`src/common/rdc_pkg.sv`:
```
// Package with constants and types for the RS-422 driver enable control block.
package rdc_pkg;
    // System clock rate in Hz.
    localparam int unsigned CLK_HZ = 40000000;
    localparam int unsigned DATA_BITS_MAX = 8;
    localparam logic [3:0] DATA_BITS_RST = 4'h8;
    localparam logic [1:0] STOP_BITS_RST = 2'h1;
    // Number of character intervals of driver lead time before the first bit.
    localparam logic [2:0] LEAD_CHARS = 3'h5;
    localparam int unsigned BAUD_DIV_W = 16;
    // Divider reset value gives 9600 baud at 40 MHz.
    localparam logic [15:0] BAUD_DIV_RST = 16'h1046;
    localparam int unsigned FRAME_BITS_W = 4;
    // Line idle level (marking).
    localparam logic LINE_MARK = 1'b1;
    localparam logic LINE_SPACE = 1'b0;

    typedef enum logic [1:0]
    {
        RDC_IDLE = 2'b00,
        RDC_LEAD = 2'b01,
        RDC_SEND = 2'b11
    } rdc_state_t;
endpackage

```
`src/design/rdc_bit_timer.sv`:
```
// Baud tick generator used to pace bits and character intervals.
`timescale 1ns/10ps
`default_nettype none
module rdc_bit_timer
(
    input wire logic clk,
    input wire logic srst,
    input wire logic run,
    input wire logic [rdc_pkg::BAUD_DIV_W-1:0] baudDiv,
    output logic bitTick
);
    import rdc_pkg::*;

    logic [BAUD_DIV_W-1:0] cnt_r;

    // The count restarts whenever run drops, so the first tick after start is one full bit away.
    always_ff @(posedge clk)
    begin
        if (srst || !run || cnt_r == '0)
            cnt_r <= (baudDiv == '0) ? '0 : baudDiv - 1'b1;
        else
            cnt_r <= cnt_r - 1'b1;
    end

    assign bitTick = run && (cnt_r == '0) && !srst;
endmodule
`default_nettype wire

```
`src/design/rs422_driver_enable_ctrl.sv`:
```
// RS-422 transmit path with handshake-controlled differential driver enable.
// Operation
// - Handshake on: enable, wait five characters, send, release; the code skips the wait for back-to-back frames.
// - Handshake off: driver enabled permanently.
// - Handshake off only on suitable double-pair links.
// - Single shared pair requires handshake on.
// - Multipoint double-pair slave requires handshake on.
// - A below B marks; A above B spaces; the code drives A (tx_diff_pos) high on mark instead.
`timescale 1ns/10ps
`default_nettype none
module rs422_driver_enable_ctrl
(
    input wire logic clk,
    input wire logic srst,
    input wire logic hw_handshake_mode,
    input wire logic [rdc_pkg::BAUD_DIV_W-1:0] baudDiv,
    input wire logic [3:0] dataBits,
    input wire logic parityEn,
    input wire logic parityOdd,
    input wire logic [1:0] stopBits,
    input wire logic [rdc_pkg::DATA_BITS_MAX-1:0] txData,
    input wire logic txValid,
    output logic txReady,
    output logic tx_diff_pos,
    output logic tx_diff_neg,
    output logic txDriveEn,
    output logic txBusy
);
    import rdc_pkg::*;

    // The block only paces the outgoing line and gates the driver.
    // Framing is set by the configuration inputs, which are expected to stay
    // constant while a character is in flight; changing them mid-frame gives
    // a frame of mixed length.
    // The handshake mode input comes from logic on this clock, so it is not
    // synchronised here.
    // Whether handshake may be off is a property of the network around the
    // port; the logic cannot see the wiring and simply obeys the mode input.

    rdc_state_t state_r;
    logic [DATA_BITS_MAX+3:0] shift_r;
    logic [FRAME_BITS_W-1:0] bitCnt_r;
    logic [2:0] leadCnt_r;
    logic line_r;
    logic drvEn_r;
    logic bitTick;
    logic [FRAME_BITS_W-1:0] frameBits;
    logic parityBit;
    logic [DATA_BITS_MAX+3:0] frameWord;
    logic modeOn_r;

    // Frame length in bits: start, data, optional parity, stop bits.
    assign frameBits = FRAME_BITS_W'(4'h1 + dataBits + {3'h0, parityEn} + {2'h0, stopBits});

    always_comb
    begin
        parityBit = parityOdd;
        for (int i = 0; i < DATA_BITS_MAX; i++)
        begin
            if (i < dataBits)
                parityBit = parityBit ^ txData[i];
        end
    end

    // Frame assembled LSB first behind a space start bit; upper bits mark and give the stop bits.
    always_comb
    begin
        frameWord = {(DATA_BITS_MAX+4){LINE_MARK}};
        frameWord[0] = LINE_SPACE;
        for (int i = 0; i < DATA_BITS_MAX; i++)
        begin
            if (i < dataBits)
                frameWord[i+1] = txData[i];
        end
        if (parityEn)
            frameWord[dataBits+1] = parityBit;
    end

    // One timer paces both the lead wait and the data bits.
    // Counting the lead in bit ticks keeps the wait an exact whole number of
    // frames at any divider, at the cost of sharing the counter between the
    // two phases.
    rdc_bit_timer u_timer
    (
        .clk(clk),
        .srst(srst),
        .run(state_r != RDC_IDLE),
        .baudDiv(baudDiv),
        .bitTick(bitTick)
    );

    assign txReady = (state_r == RDC_IDLE) && !srst;
    assign txBusy = (state_r != RDC_IDLE);

    // Mode for the release is only sampled while idle so a frame in flight is never cut short.
    always_ff @(posedge clk)
    begin
        if (srst)
            modeOn_r <= 1'b1;
        else if (state_r == RDC_IDLE)
            modeOn_r <= hw_handshake_mode;
    end

    always_ff @(posedge clk)
    begin
        if (srst)
        begin
            state_r <= RDC_IDLE;
            leadCnt_r <= '0;
            bitCnt_r <= '0;
            shift_r <= '1;
        end
        else
        begin
            unique case (state_r)
                RDC_IDLE:
                begin
                    if (txValid)
                    begin
                        shift_r <= frameWord;
                        bitCnt_r <= '0;
                        leadCnt_r <= '0;
                        // Lead time is only needed when the driver was released.
                        state_r <= (hw_handshake_mode && !drvEn_r) ? RDC_LEAD : RDC_SEND;
                    end
                end
                // The line stays marking during the lead so that receivers
                // on the pair see a settled idle state before the start bit.
                RDC_LEAD:
                begin
                    if (bitTick)
                    begin
                        if (bitCnt_r == frameBits - 1'b1)
                        begin
                            bitCnt_r <= '0;
                            if (leadCnt_r == LEAD_CHARS - 1'b1)
                                state_r <= RDC_SEND;
                            else
                                leadCnt_r <= leadCnt_r + 1'b1;
                        end
                        else
                            bitCnt_r <= bitCnt_r + 1'b1;
                    end
                end
                RDC_SEND:
                begin
                    if (bitTick)
                    begin
                        shift_r <= {LINE_MARK, shift_r[DATA_BITS_MAX+3:1]};
                        if (bitCnt_r == frameBits - 1'b1)
                            state_r <= RDC_IDLE;
                        else
                            bitCnt_r <= bitCnt_r + 1'b1;
                    end
                end
                default:
                    state_r <= RDC_IDLE;
            endcase
        end
    end

    // Line level: marking while idle or leading in, frame bits while sending.
    always_ff @(posedge clk)
    begin
        if (srst)
            line_r <= LINE_MARK;
        else if (state_r == RDC_SEND)
            line_r <= shift_r[0];
        else
            line_r <= LINE_MARK;
    end

    // Driver enable: held on without handshake, bracketing each frame with it.
    // Back-to-back frames keep the driver on, so the lead wait only precedes a burst.
    always_ff @(posedge clk)
    begin
        if (srst)
            drvEn_r <= 1'b0;
        else if (!hw_handshake_mode)
            drvEn_r <= 1'b1;
        else if (state_r == RDC_IDLE && txValid)
            drvEn_r <= 1'b1;
        else if (state_r == RDC_IDLE && modeOn_r)
            drvEn_r <= 1'b0;
    end

    // A request in the same idle cycle as the release wins, so the driver
    // never drops for a single cycle between two frames of one burst.
    // The enable comes straight from a flip-flop, so the pin never glitches.
    assign txDriveEn = drvEn_r;
    // Differential pair: mark drives A high and B low.
    assign tx_diff_pos = line_r;
    assign tx_diff_neg = ~line_r;
endmodule
`default_nettype wire

```
`config.mk`:
```
export PLATFORM = sky130hd
export DESIGN_NAME = rs422_driver_enable_ctrl
export DESIGN_NICKNAME = d
export VERILOG_FILES = /design/src/common/rdc_pkg.sv /design/src/design/rdc_bit_timer.sv /design/src/design/rs422_driver_enable_ctrl.sv
export SDC_FILE = /design/constraint.sdc
export NUM_CORES = 1
export LEC_CHECK = 0
export ABC_AREA = 1
export BUFFER_PORTS_ARGS = -buffer_cell sky130_fd_sc_hd__buf_2
export CORE_UTILIZATION = 50
export DETAILED_ROUTE_END_ITERATION = 12
export PLACE_DENSITY_LB_ADDON = 0.2
export SLEW_MARGIN = 20
export SYNTH_ARGS = -nofsm -noshare
export SYNTH_HDL_FRONTEND = slang
export SYNTH_SLANG_ARGS = --single-unit
```
`constraint.sdc`:
```
create_clock -name clk -period 6.7 [get_ports clk]
set_clock_uncertainty 0.1 [all_clocks]
set_input_delay 0.67 -clock clk [delete_from_list [all_inputs] [get_ports clk]]
set_output_delay 0.67 -clock clk [all_outputs]
set_load 0.01 [all_outputs]
```
# Word-level counts from Yosys, hierarchy flattened
# Cells that the tools add are included.
op_classes:
  n_eq_ne: 13
  magnitude_cmp: 10
  bitwise_logic: 10
  n_reduce_logical: 24
  add_sub_neg: 9
  n_mux: 47
op_table:
  columns: ["operator", "n"]
  rows:
  - ["12-bit 2-to-1 mux", 3]
  - ["16-bit logical NOT", 2]
  - ["16-bit 2-to-1 mux", 2]
  - ["16-bit by 1-bit subtractor with 16-bit output (second input constant)", 2]
  - ["12-bit one-hot mux with 2 select lines", 1]
  - ["1-bit 2-to-1 mux", 20]
  - ["4-bit 2-to-1 mux", 5]
  - ["3-bit by 4-bit < comparator with 1-bit output (first input constant)", 4]
  - ["2-bit != test (second input constant)", 8]
  - ["2-bit 2-to-1 mux", 7]
  - ["12-bit bitwise mux", 1]
  - ["3-bit 2-to-1 mux", 4]
  - ["4-bit one-hot mux with 3 select lines", 1]
  - ["5-bit AND reduction", 2]
  - ["1-bit by 4-bit < comparator with 1-bit output (first input constant)", 2]
  - ["2-bit by 4-bit < comparator with 1-bit output (first input constant)", 2]
  - ["1-bit XOR", 8]
  - ["1-bit logical AND", 7]
  - ["2-bit one-hot mux with 3 select lines", 1]
  - ["3-bit one-hot mux with 2 select lines", 1]
  - ["6-bit AND reduction", 1]
  - ["2-bit nonzero test", 3]
  - ["4-bit by 1-bit adder with 5-bit output (second input constant)", 1]
  - ["5-bit by 1-bit greater-or-equal comparator with 1-bit output (second input constant)", 1]
  - ["20 further kinds", 24]
totals:
  output_inout_bits: 5
  in_bits: 36
  wordCells: 121
  reg_bits: 40

# Depth between registers and ports, before layout
# Gate-level depths: netlist of the first run.
logic_depth:
  word_depth: 20
  mapped_depth: 17
  depth_no_buf: 15

# By module
# A second synthesis of the first run with hierarchy kept.
hier_totals:
  cells_unflattened: 547
  area_unflattened_um2: 3241.9
modules_own_cells:
  columns: ["module", "seq_area_each_um2", "cells_each", "area_each_um2", "n_inst"]
  rows:
  - ["rs422_driver_enable_ctrl", 480.5, 318, 1863.0, 1]
  - ["rdc_bit_timer", 320.3, 229, 1378.8, 1]

# Worst setup path before layout of the first run
# Ideal clock, no wire load.
synth_timing:
  kind: "in2reg"
  startpoint: "in dataBits[0]"
  endpoint: "reg bitCnt_r[2]"
  t_required_ps: 6479
  cell_stages: 10
  setup_slack_ps: 4024
  setup_time_ps: 121
  n_path_buf: 0
  arrival_time_ps: 2454
  path_cell_list: "fa_1 fa_1 xnor2_1 nand2_1 a21oi_1 nand2_1 nand2_1 nand2_1 o21ai_0 nor2_1"
synth_between:
  elab_chain_len: 8
synth_lines:
  columns: ["item", "line", "source"]
  rows:
  - ["start: declaration", "rs422_driver_enable_ctrl.sv:17", "input wire logic [3:0] dataBits,"]
  - ["1-bit by 4-bit adder with 4-bit output *", "rs422_driver_enable_ctrl.sv:53", "assign frameBits = FRAME_BITS_W'(4'h1 + dataBits + {3'h0, parityEn} + {2'h0, stopBits});"]
  - ["4-bit by 1-bit adder with 4-bit output *", "rs422_driver_enable_ctrl.sv:53", null]
  - ["4-bit by 2-bit adder with 4-bit output *", "rs422_driver_enable_ctrl.sv:53", null]
  - ["4-bit by 1-bit subtractor with 4-bit output *", "rs422_driver_enable_ctrl.sv:133, rs422_driver_enable_ctrl.sv:150", null]
  - ["4-bit == test *", "rs422_driver_enable_ctrl.sv:133, rs422_driver_enable_ctrl.sv:150", null]
  - ["4-bit 2-to-1 mux", "rs422_driver_enable_ctrl.sv:133", "if (bitCnt_r == frameBits - 1'b1)"]
  - ["4-bit 2-to-1 mux", "rs422_driver_enable_ctrl.sv:131", "if (bitTick)"]
  - ["4-bit one-hot mux with 3 select lines", "rs422_driver_enable_ctrl.sv:115", "unique case (state_r)"]
  - ["end signal: assignment", "rs422_driver_enable_ctrl.sv:142", "bitCnt_r <= bitCnt_r + 1'b1;"]
  - ["end signal: assignment", "rs422_driver_enable_ctrl.sv:153", "bitCnt_r <= bitCnt_r + 1'b1;"]
  - ["end: declaration", "rs422_driver_enable_ctrl.sv:42", "logic [FRAME_BITS_W-1:0] bitCnt_r;"]
# Every way passes the cells marked *; elsewhere a longest branch is shown, timed or not. The select of a mux whose other input is x is not followed.
# A chain may end at the register's enable or synchronous reset.

# Worst setup path in the final report of the first run
# Same ends and word-level chain as after synthesis.

==> results of run 1 <==
## Yosys cell counts, types with 2 or more instances
| cell type | number |
|---|---|
| o22ai_2 | 5 |
| buf_2 | 4 |
| nand2_1 | 156 |
| o211ai_1 | 2 |
| nor2_1 | 53 |
| a31oi_1 | 3 |
| fa_1 | 2 |
| inv_1 | 69 |
| clkbuf_1 | 4 |
| nand4_1 | 9 |
| nand3_1 | 34 |
| nor3_1 | 7 |
| ha_1 | 7 |
| inv_2 | 3 |
| nand3b_1 | 2 |
| dfxtp_1 | 40 |
| o21ai_2 | 5 |
| xor2_1 | 19 |
| buf_6 | 2 |
| xnor2_1 | 10 |
| a21oi_1 | 27 |
| o21ai_0 | 21 |
## how the worst max path moves through the flow
stage                                     endpoint        start  cells after the start
after detailed placement  bitCnt_r[2]$_SDFFE_PP0P_  dataBits[0]                     11
final                     bitCnt_r[2]$_SDFFE_PP0P_  dataBits[0]                     11
after floorplan           bitCnt_r[2]$_SDFFE_PP0P_  dataBits[0]                     10
after global placement    bitCnt_r[2]$_SDFFE_PP0P_  dataBits[0]                     11
after CTS                 bitCnt_r[2]$_SDFFE_PP0P_  dataBits[0]                     11
after global routing      bitCnt_r[0]$_SDFFE_PP0P_  dataBits[0]                     12
## state kept, by name, indices dropped and copies added (netlist names)
signal	cells
leadCnt_r	3
shift_r	12
txDriveEn	1
modeOn_r	1
u_timer.cnt_r	16
bitCnt_r	4
state_r	2
tx_diff_pos	1
## layer usage
layer | vias up | GRT usage (%) | share of wire (%)
met5 | - | 0 | 0
met4 | 0 | 7.50 | 2.1
met3 | 13 | 4.04 | 3.1
met2 | 52 | 39.4 | 47
met1 | 1292 | 25.6 | 48
li1 | 1657 | - | -
## through the flow
stage / total power [mW] / hold WS, ns
5_1_grt: 1.11 / 0.373
6_report: 1.02 / 0.334
3_3_place_gp: 0.800 / 0.323
2_1_floorplan: 0.725 / 0.299
4_1_cts: 1.02 / 0.339
3_5_place_dp: 0.811 / 0.318
## power by group through the flow
stage	clock [mW]	combinational, mW	sequential (mW)
finish	0.210	0.443	0.366
global route	0.224	0.513	0.377
CTS	0.213	0.443	0.365
detailed placement	0	0.440	0.371
global placement	0	0.430	0.370
floorplan	0	0.369	0.356
## worst max-delay path: cells and delay by family
kind | cells | cell delay [ns]
compound gates | 2 | 0.41
xor+xnor | 1 | 0.11
fa+ha+maj | 2 | 0.97
buf+inv | 1 | 0.14
simple gates | 5 | 0.53
## layout make-up
cell class                      instances  area (µm²)  area share (%)
Multi-Input combinational cell        377        1980            57.1
Inverter                               72         270            7.80
Tap cell                               75        93.8            2.71
Clock buffer                            6        82.6            2.38
Timing Repair Buffer                   40         200            5.78
Clock inverter                          2        38.8            1.12
Sequential cell                        40         801            23.1
## cell families (layout without fill, tap and decap cells)
logic type	Yosys count	in the layout	share of synthesized area (%)
simple gates	272	272	37.7
buf+inv	84	120	11.2
fa+ha+maj	9	9	4.08
flops	40	40	25.6
xor+xnor	29	29	8.11
compound gates	67	67	13.3
==> flow_summary_export.csv, run 1 <==
group,metric,value,unit
outcome,status,"completed",
detailed_routing,first_pass_iters,4,
hold_path,hold_path_class,"reg -> reg",
synth,postSynthAreaPerCell,6.25,µm²
synth,synth-seq-cells,40,
final_layout,layout.nets,581,
detailed_routing,post_drt_wl_per_cell,10.3,µm
worst_setup_path,slowest_stage,"fa_1",
power_and_ir_drop,vdd_drop_max,0.152,mV
place,placedCellCount,604,
detailed_routing,wirelength,6.32,mm
sta,max_freq,0.364,GHz
clock_network,postCtsSetupBuffers,0,
power_and_ir_drop,power_switching,425,µW
final_layout,finalNonFillerCells,612,
synth,syn_inst,501,
synth,syn_nets,546,
worst_setup_path,r2r_setup_slack,4.50,ns
clock_network,cts_tree,"yes",
floorplanning,core,5990,µm²
hold_path,hp-start,"shift_r[0]$_SDFFE_PP1P_",
clock_network,clk_latency,0.30,ns
global_route,grt_max_degree,17,
clock_network,clock_sinks,40,
detailed_routing,vias,3014,
sta,period_share,41.0,%
synth,yosysTopAreaCellShare,25.6,%
synth,syn-cell-area,3130,µm²
final_layout,n_antenna_cell,0,
clock_network,cts-htree-levels,2,
global_route,grt_pass1_wl,11.5,mm
clock_network,cts_buffer_depth,2,
sta,finalSetupViolCount,0,
worst_setup_path,rr_endpoint,"shift_r[1]$_SDFFE_PP1P_",
detailed_routing,ant_nets,0,
detailed_routing,drt_iter0_markers,112,
global_route,antenna_found_initial,0,
final_layout,final.fill_count,593,
floorplanning,die_width,81.1,µm
worst_setup_path,crit_fanout,6,
floorplanning,io_pins,41,
synth,synthArstFlopShare,0,%
place,dp_hpwl,5.04,mm
synth,synth_warnings,0,
final_layout,drive_gt1_share,13.6,%
floorplanning,start_util,52.3,%
hold_path,whs_path_depth,2,
synth,synth_top_area_cell,"dfxtp_1",
power_and_ir_drop,powerDensity,294,nW/µm²
global_route,grt_pass1_vias,2799,
detailed_routing,drc,0,
sta,setup_slack,3.95,ns
global_route,grt_use_total,21.8,%
worst_setup_path,path_class,"in -> reg",
floorplanning,rows,28,
worst_setup_path,r2r_start,"u_timer.cnt_r[0]$_DFF_P_",
clock_network,cts_root_buf,"clkbuf_8",
final_layout,mostFrequentLayoutCells,"156 x nand2_1, 69 x inv_1, 53 x nor2_1",
final_layout,final_common_cell,"nand2_1",
place,placement.io_buffers,40,
sta,tightest_slew,0.526,ns
worst_setup_path,endpoint_kind,"flip-flop",
sta,fin_tns_setup,0,ns
worst_setup_path,start_kind,"primary input",
clock_network,cts_buffers,5,
power_and_ir_drop,internal-power,593,µW
place,dp_slack,3.65,ns
sta,rsz0062_at_grt,"false",
power_and_ir_drop,switching_share,41.8,%
final_layout,fin_area,3470,µm²
worst_setup_path,cp_data_required_time,6.79,ns
worst_setup_path,slowest_delay,0.51,ns
place,dpl-instance-area,3340,µm²
synth,ys_seq_area_share,25.6,%
final_layout,syn2layout_area_growth,10.7,%
place,gp_congestion,0.903,
hold_path,hold_end,"tx_diff_pos$_SDFF_PP1_",
sta,hold_viol,0,
floorplanning,die_h,81.1,µm
worst_setup_path,rr_worst_depth,13,
job,maxCapViolCount,0,
clock_network,cts_hold_buf,0,
detailed_routing,vias_per_cell,4.92,
clock_network,cts_resized,0,
worst_setup_path,cp.arrival,2.83,ns
power_and_ir_drop,pwr-share-comb,43.5,%
floorplanning,die_area,6580,µm²
power_and_ir_drop,pwr-share-seq,35.9,%
synth,synth.area.top_cells,"dfxtp_1 26%, nand2_1 19%, inv_1 8.3%, nor2_1 6.4%, nand3_1 5.4%",
synth,synth_cell_types,39,
worst_setup_path,crit_chain,"buf_2 -> fa_1 -> fa_1 -> xnor2_1 -> nand2_1 -> a21oi_1 -> nand2_1 -> nand2_1 -> nand2_1 -> o21ai_0 -> nor2_1",
power_and_ir_drop,leakagePower,1.77,nW
sta,max_slew_margin,64.8,%
synth,ys.flop_type,"dfxtp_1",
sta,maxSlewViolCount,0,
worst_setup_path,cpMostUsedCell,"nand2_1",
final_layout,fin_util,57.9,%
power_and_ir_drop,p_clk_share,20.6,%
sta,min_period,2.75,ns
clock_network,path_clk_slew,0.08,ns
global_route,overflow,0,
synth,synth_edf_count,0,
No activity file was read; power rests on OpenSTA's default activity.
==> inputs of run 2 (changes only) <==
==> constraint.sdc (replaced) <==
create_clock -name clk -period 2.3 [get_ports clk]
set_clock_uncertainty 0.1 [all_clocks]
set_input_delay 0.23 -clock clk [delete_from_list [all_inputs] [get_ports clk]]
set_output_delay 0.23 -clock clk [all_outputs]
set_load 0.01 [all_outputs]
==> flow_summary_export.csv, run 2 (synthesis gave the netlist of run 1 again) <==
group,metric,value,unit
outcome,status,"completed",
sta,max_slew_margin,70.7,%
floorplanning,rows,28,
worst_setup_path,cp.arrival,2.32,ns
hold_path,whs_path_depth,2,
worst_setup_path,endpoint_kind,"flip-flop",
worst_setup_path,slowest_delay,0.55,ns
power_and_ir_drop,vdd_drop_max,0.462,mV
sta,maxSlewViolCount,0,
clock_network,clk_latency,0.30,ns
final_layout,final.fill_count,592,
final_layout,finalNonFillerCells,618,
clock_network,cts_buffers,5,
worst_setup_path,slowest_stage,"fa_2",
final_layout,multi_input_area,1990,µm²
final_layout,reg_top3,"u_timer.cnt_r (16), shift_r (12), bitCnt_r (4)",
detailed_routing,post_drt_wl_per_cell,10.7,µm
sta,holdWs,0.0384,ns
worst_setup_path,crit_fanout,4,
final_layout,syn2layout_area_growth,12.8,%
place,placement.io_buffers,40,
final_layout,top_register,"u_timer.cnt_r",
floorplanning,die_width,81.1,µm
final_layout,largest_reg_flops,16,
worst_setup_path,rr_endpoint,"u_timer.cnt_r[6]$_DFF_P_",
place,dpl-instance-area,3390,µm²
worst_setup_path,path_class,"in -> reg",
hold_path,hp-start,"baudDiv[0]",
detailed_routing,drc,0,
global_route,grt_pass1_wl,11.6,mm
place,placedCellCount,610,
detailed_routing,first_pass_iters,4,
clock_network,path_clk_slew,0.08,ns
clock_network,cts_buffer_depth,2,
final_layout,fin_area,3530,µm²
global_route,grt_use_total,22.0,%
worst_setup_path,critPathBufInv,1,
final_layout,final_common_cell,"nand2_1",
sta,tightest_slew,0.440,ns
worst_setup_path,cp_data_required_time,2.43,ns
clock_network,cts-htree-levels,2,
place,dp_hpwl,5.23,mm
clock_network,cts_tree,"yes",
detailed_routing,vias_per_cell,4.96,
worst_setup_path,rr_worst_depth,11,
final_layout,n_antenna_cell,0,
floorplanning,core,5990,µm²
power_and_ir_drop,powerDensity,863,nW/µm²
global_route,grt_pass1_vias,2837,
global_route,antenna_found_initial,0,
floorplanning,io_pins,41,
detailed_routing,wirelength,6.59,mm
worst_setup_path,path_delay_family,"adder cells",
floorplanning,start_util,52.3,%
sta,finalSetupViolCount,0,
clock_network,cts_hold_buf,0,
place,gp_congestion,0.857,
sta,period_share,95.1,%
clock_network,postCtsSetupBuffers,0,
worst_setup_path,r2r_setup_slack,0.22,ns
hold_path,hold_end,"u_timer.cnt_r[0]$_DFF_P_",
final_layout,mostFrequentLayoutCells,"155 x nand2_1, 69 x inv_1, 53 x nor2_1",
clock_network,clock_sinks,40,
worst_setup_path,cpMostUsedCell,"nand2_1",
floorplanning,die_area,6580,µm²
job,maxCapViolCount,0,
detailed_routing,ant_nets,0,
hold_path,hold_path_class,"in -> reg",
final_layout,drive_gt1_share,15.1,%
sta,min_period,2.19,ns
sta,max_freq,0.457,GHz
power_and_ir_drop,leakagePower,1.81,nW
worst_setup_path,start_kind,"primary input",
detailed_routing,drt_iter0_markers,111,
floorplanning,die_h,81.1,µm
global_route,overflow,0,
global_route,grt_max_degree,16,
worst_setup_path,r2r_start,"u_timer.cnt_r[0]$_DFF_P_",
final_layout,final-seq-area,801,µm²
sta,hold_viol,0,
power_and_ir_drop,power.total,3.05,mW
detailed_routing,vias,3065,
clock_network,cts_root_buf,"clkbuf_8",
final_layout,layout.nets,587,
worst_setup_path,crit_chain,"buf_2 -> fa_1 -> fa_2 -> xnor2_1 -> nand2_1 -> a21oi_1 -> nand2_1 -> nand2_2 -> nand2_1 -> nand2_1 -> o21ai_0 -> a21oi_1",
## run 2: cell types whose count changed in the layout (fill, tap and decap cells not counted), sizes merged
cell | previous run | this run
clkbuf | 6 | 7
buf | 40 | 46
clkinv | 1 | 0
## run 2: per-stage QoR
step / util [%] / setup WS, ns / TNS [ns]
6_report: 58.9 / 0.112 / 0
4_1_cts: 58.7 / 0.100 / 0
3_3_place_gp: 56.6 / -0.141 / -0.753
5_1_grt: 58.9 / -0.0167 / -0.0167
3_5_place_dp: 56.6 / -0.207 / -1.30
2_1_floorplan: - / 0.0641 / 0
## run 2: worst reg2reg max path: cells and delay by family, from the launching register on
family / cells / cell delay (ns)
buf+inv: 4 / 0.67
simple gates: 4 / 0.48
fa+ha+maj: 1 / 0.19
compound gates: 2 / 0.26
flops: 1 / 0.32
## run 2: layout make-up
cell class | instances | area share, %
Inverter | 72 | 7.65
Sequential cell | 40 | 22.7
Tap cell | 75 | 2.66
Multi-Input combinational cell | 377 | 56.5
Clock inverter | 1 | 0.850
Clock buffer | 7 | 2.73
Timing Repair Buffer | 46 | 6.95
## run 2: layer usage
layer / GRT usage [%] / up-vias / wire length [µm]
li1: - / 1660 / -
met1: 24.6 / 1341 / 3080
met2: 41.3 / 54 / 3180
met3: 4.49 / 10 / 228
met4: 7.14 / 0 / 104
met5: 0 / - / 0
## run 2: what timing repair did
item	in CTS	in global routing
endpoints found under the setup margin	0	15
gates resized for setup	0	5
hold endpoints to repair	0	0
## run 2: worst max path at each step
stage                     depth (start not counted)                   endpoint        start  slack [ns]
after floorplan                                  10   bitCnt_r[2]$_SDFFE_PP0P_  dataBits[0]        0.06
after global placement                           11   bitCnt_r[2]$_SDFFE_PP0P_  dataBits[0]       -0.14
after detailed placement                         12   bitCnt_r[0]$_SDFFE_PP0P_  dataBits[0]       -0.21
after CTS                                        12   bitCnt_r[0]$_SDFFE_PP0P_  dataBits[0]        0.10
after global routing                             11  leadCnt_r[0]$_SDFFE_PP0P_  dataBits[0]       -0.02
final                                            12   bitCnt_r[0]$_SDFFE_PP0P_  dataBits[0]        0.11
## run 2: where the power goes
part | leakage, nW | internal [mW] | switching [mW]
Sequential | 0.333 | 0.914 | 0.159
Combinational | 1.41 | 0.495 | 0.848
Clock | 0.0645 | 0.383 | 0.249
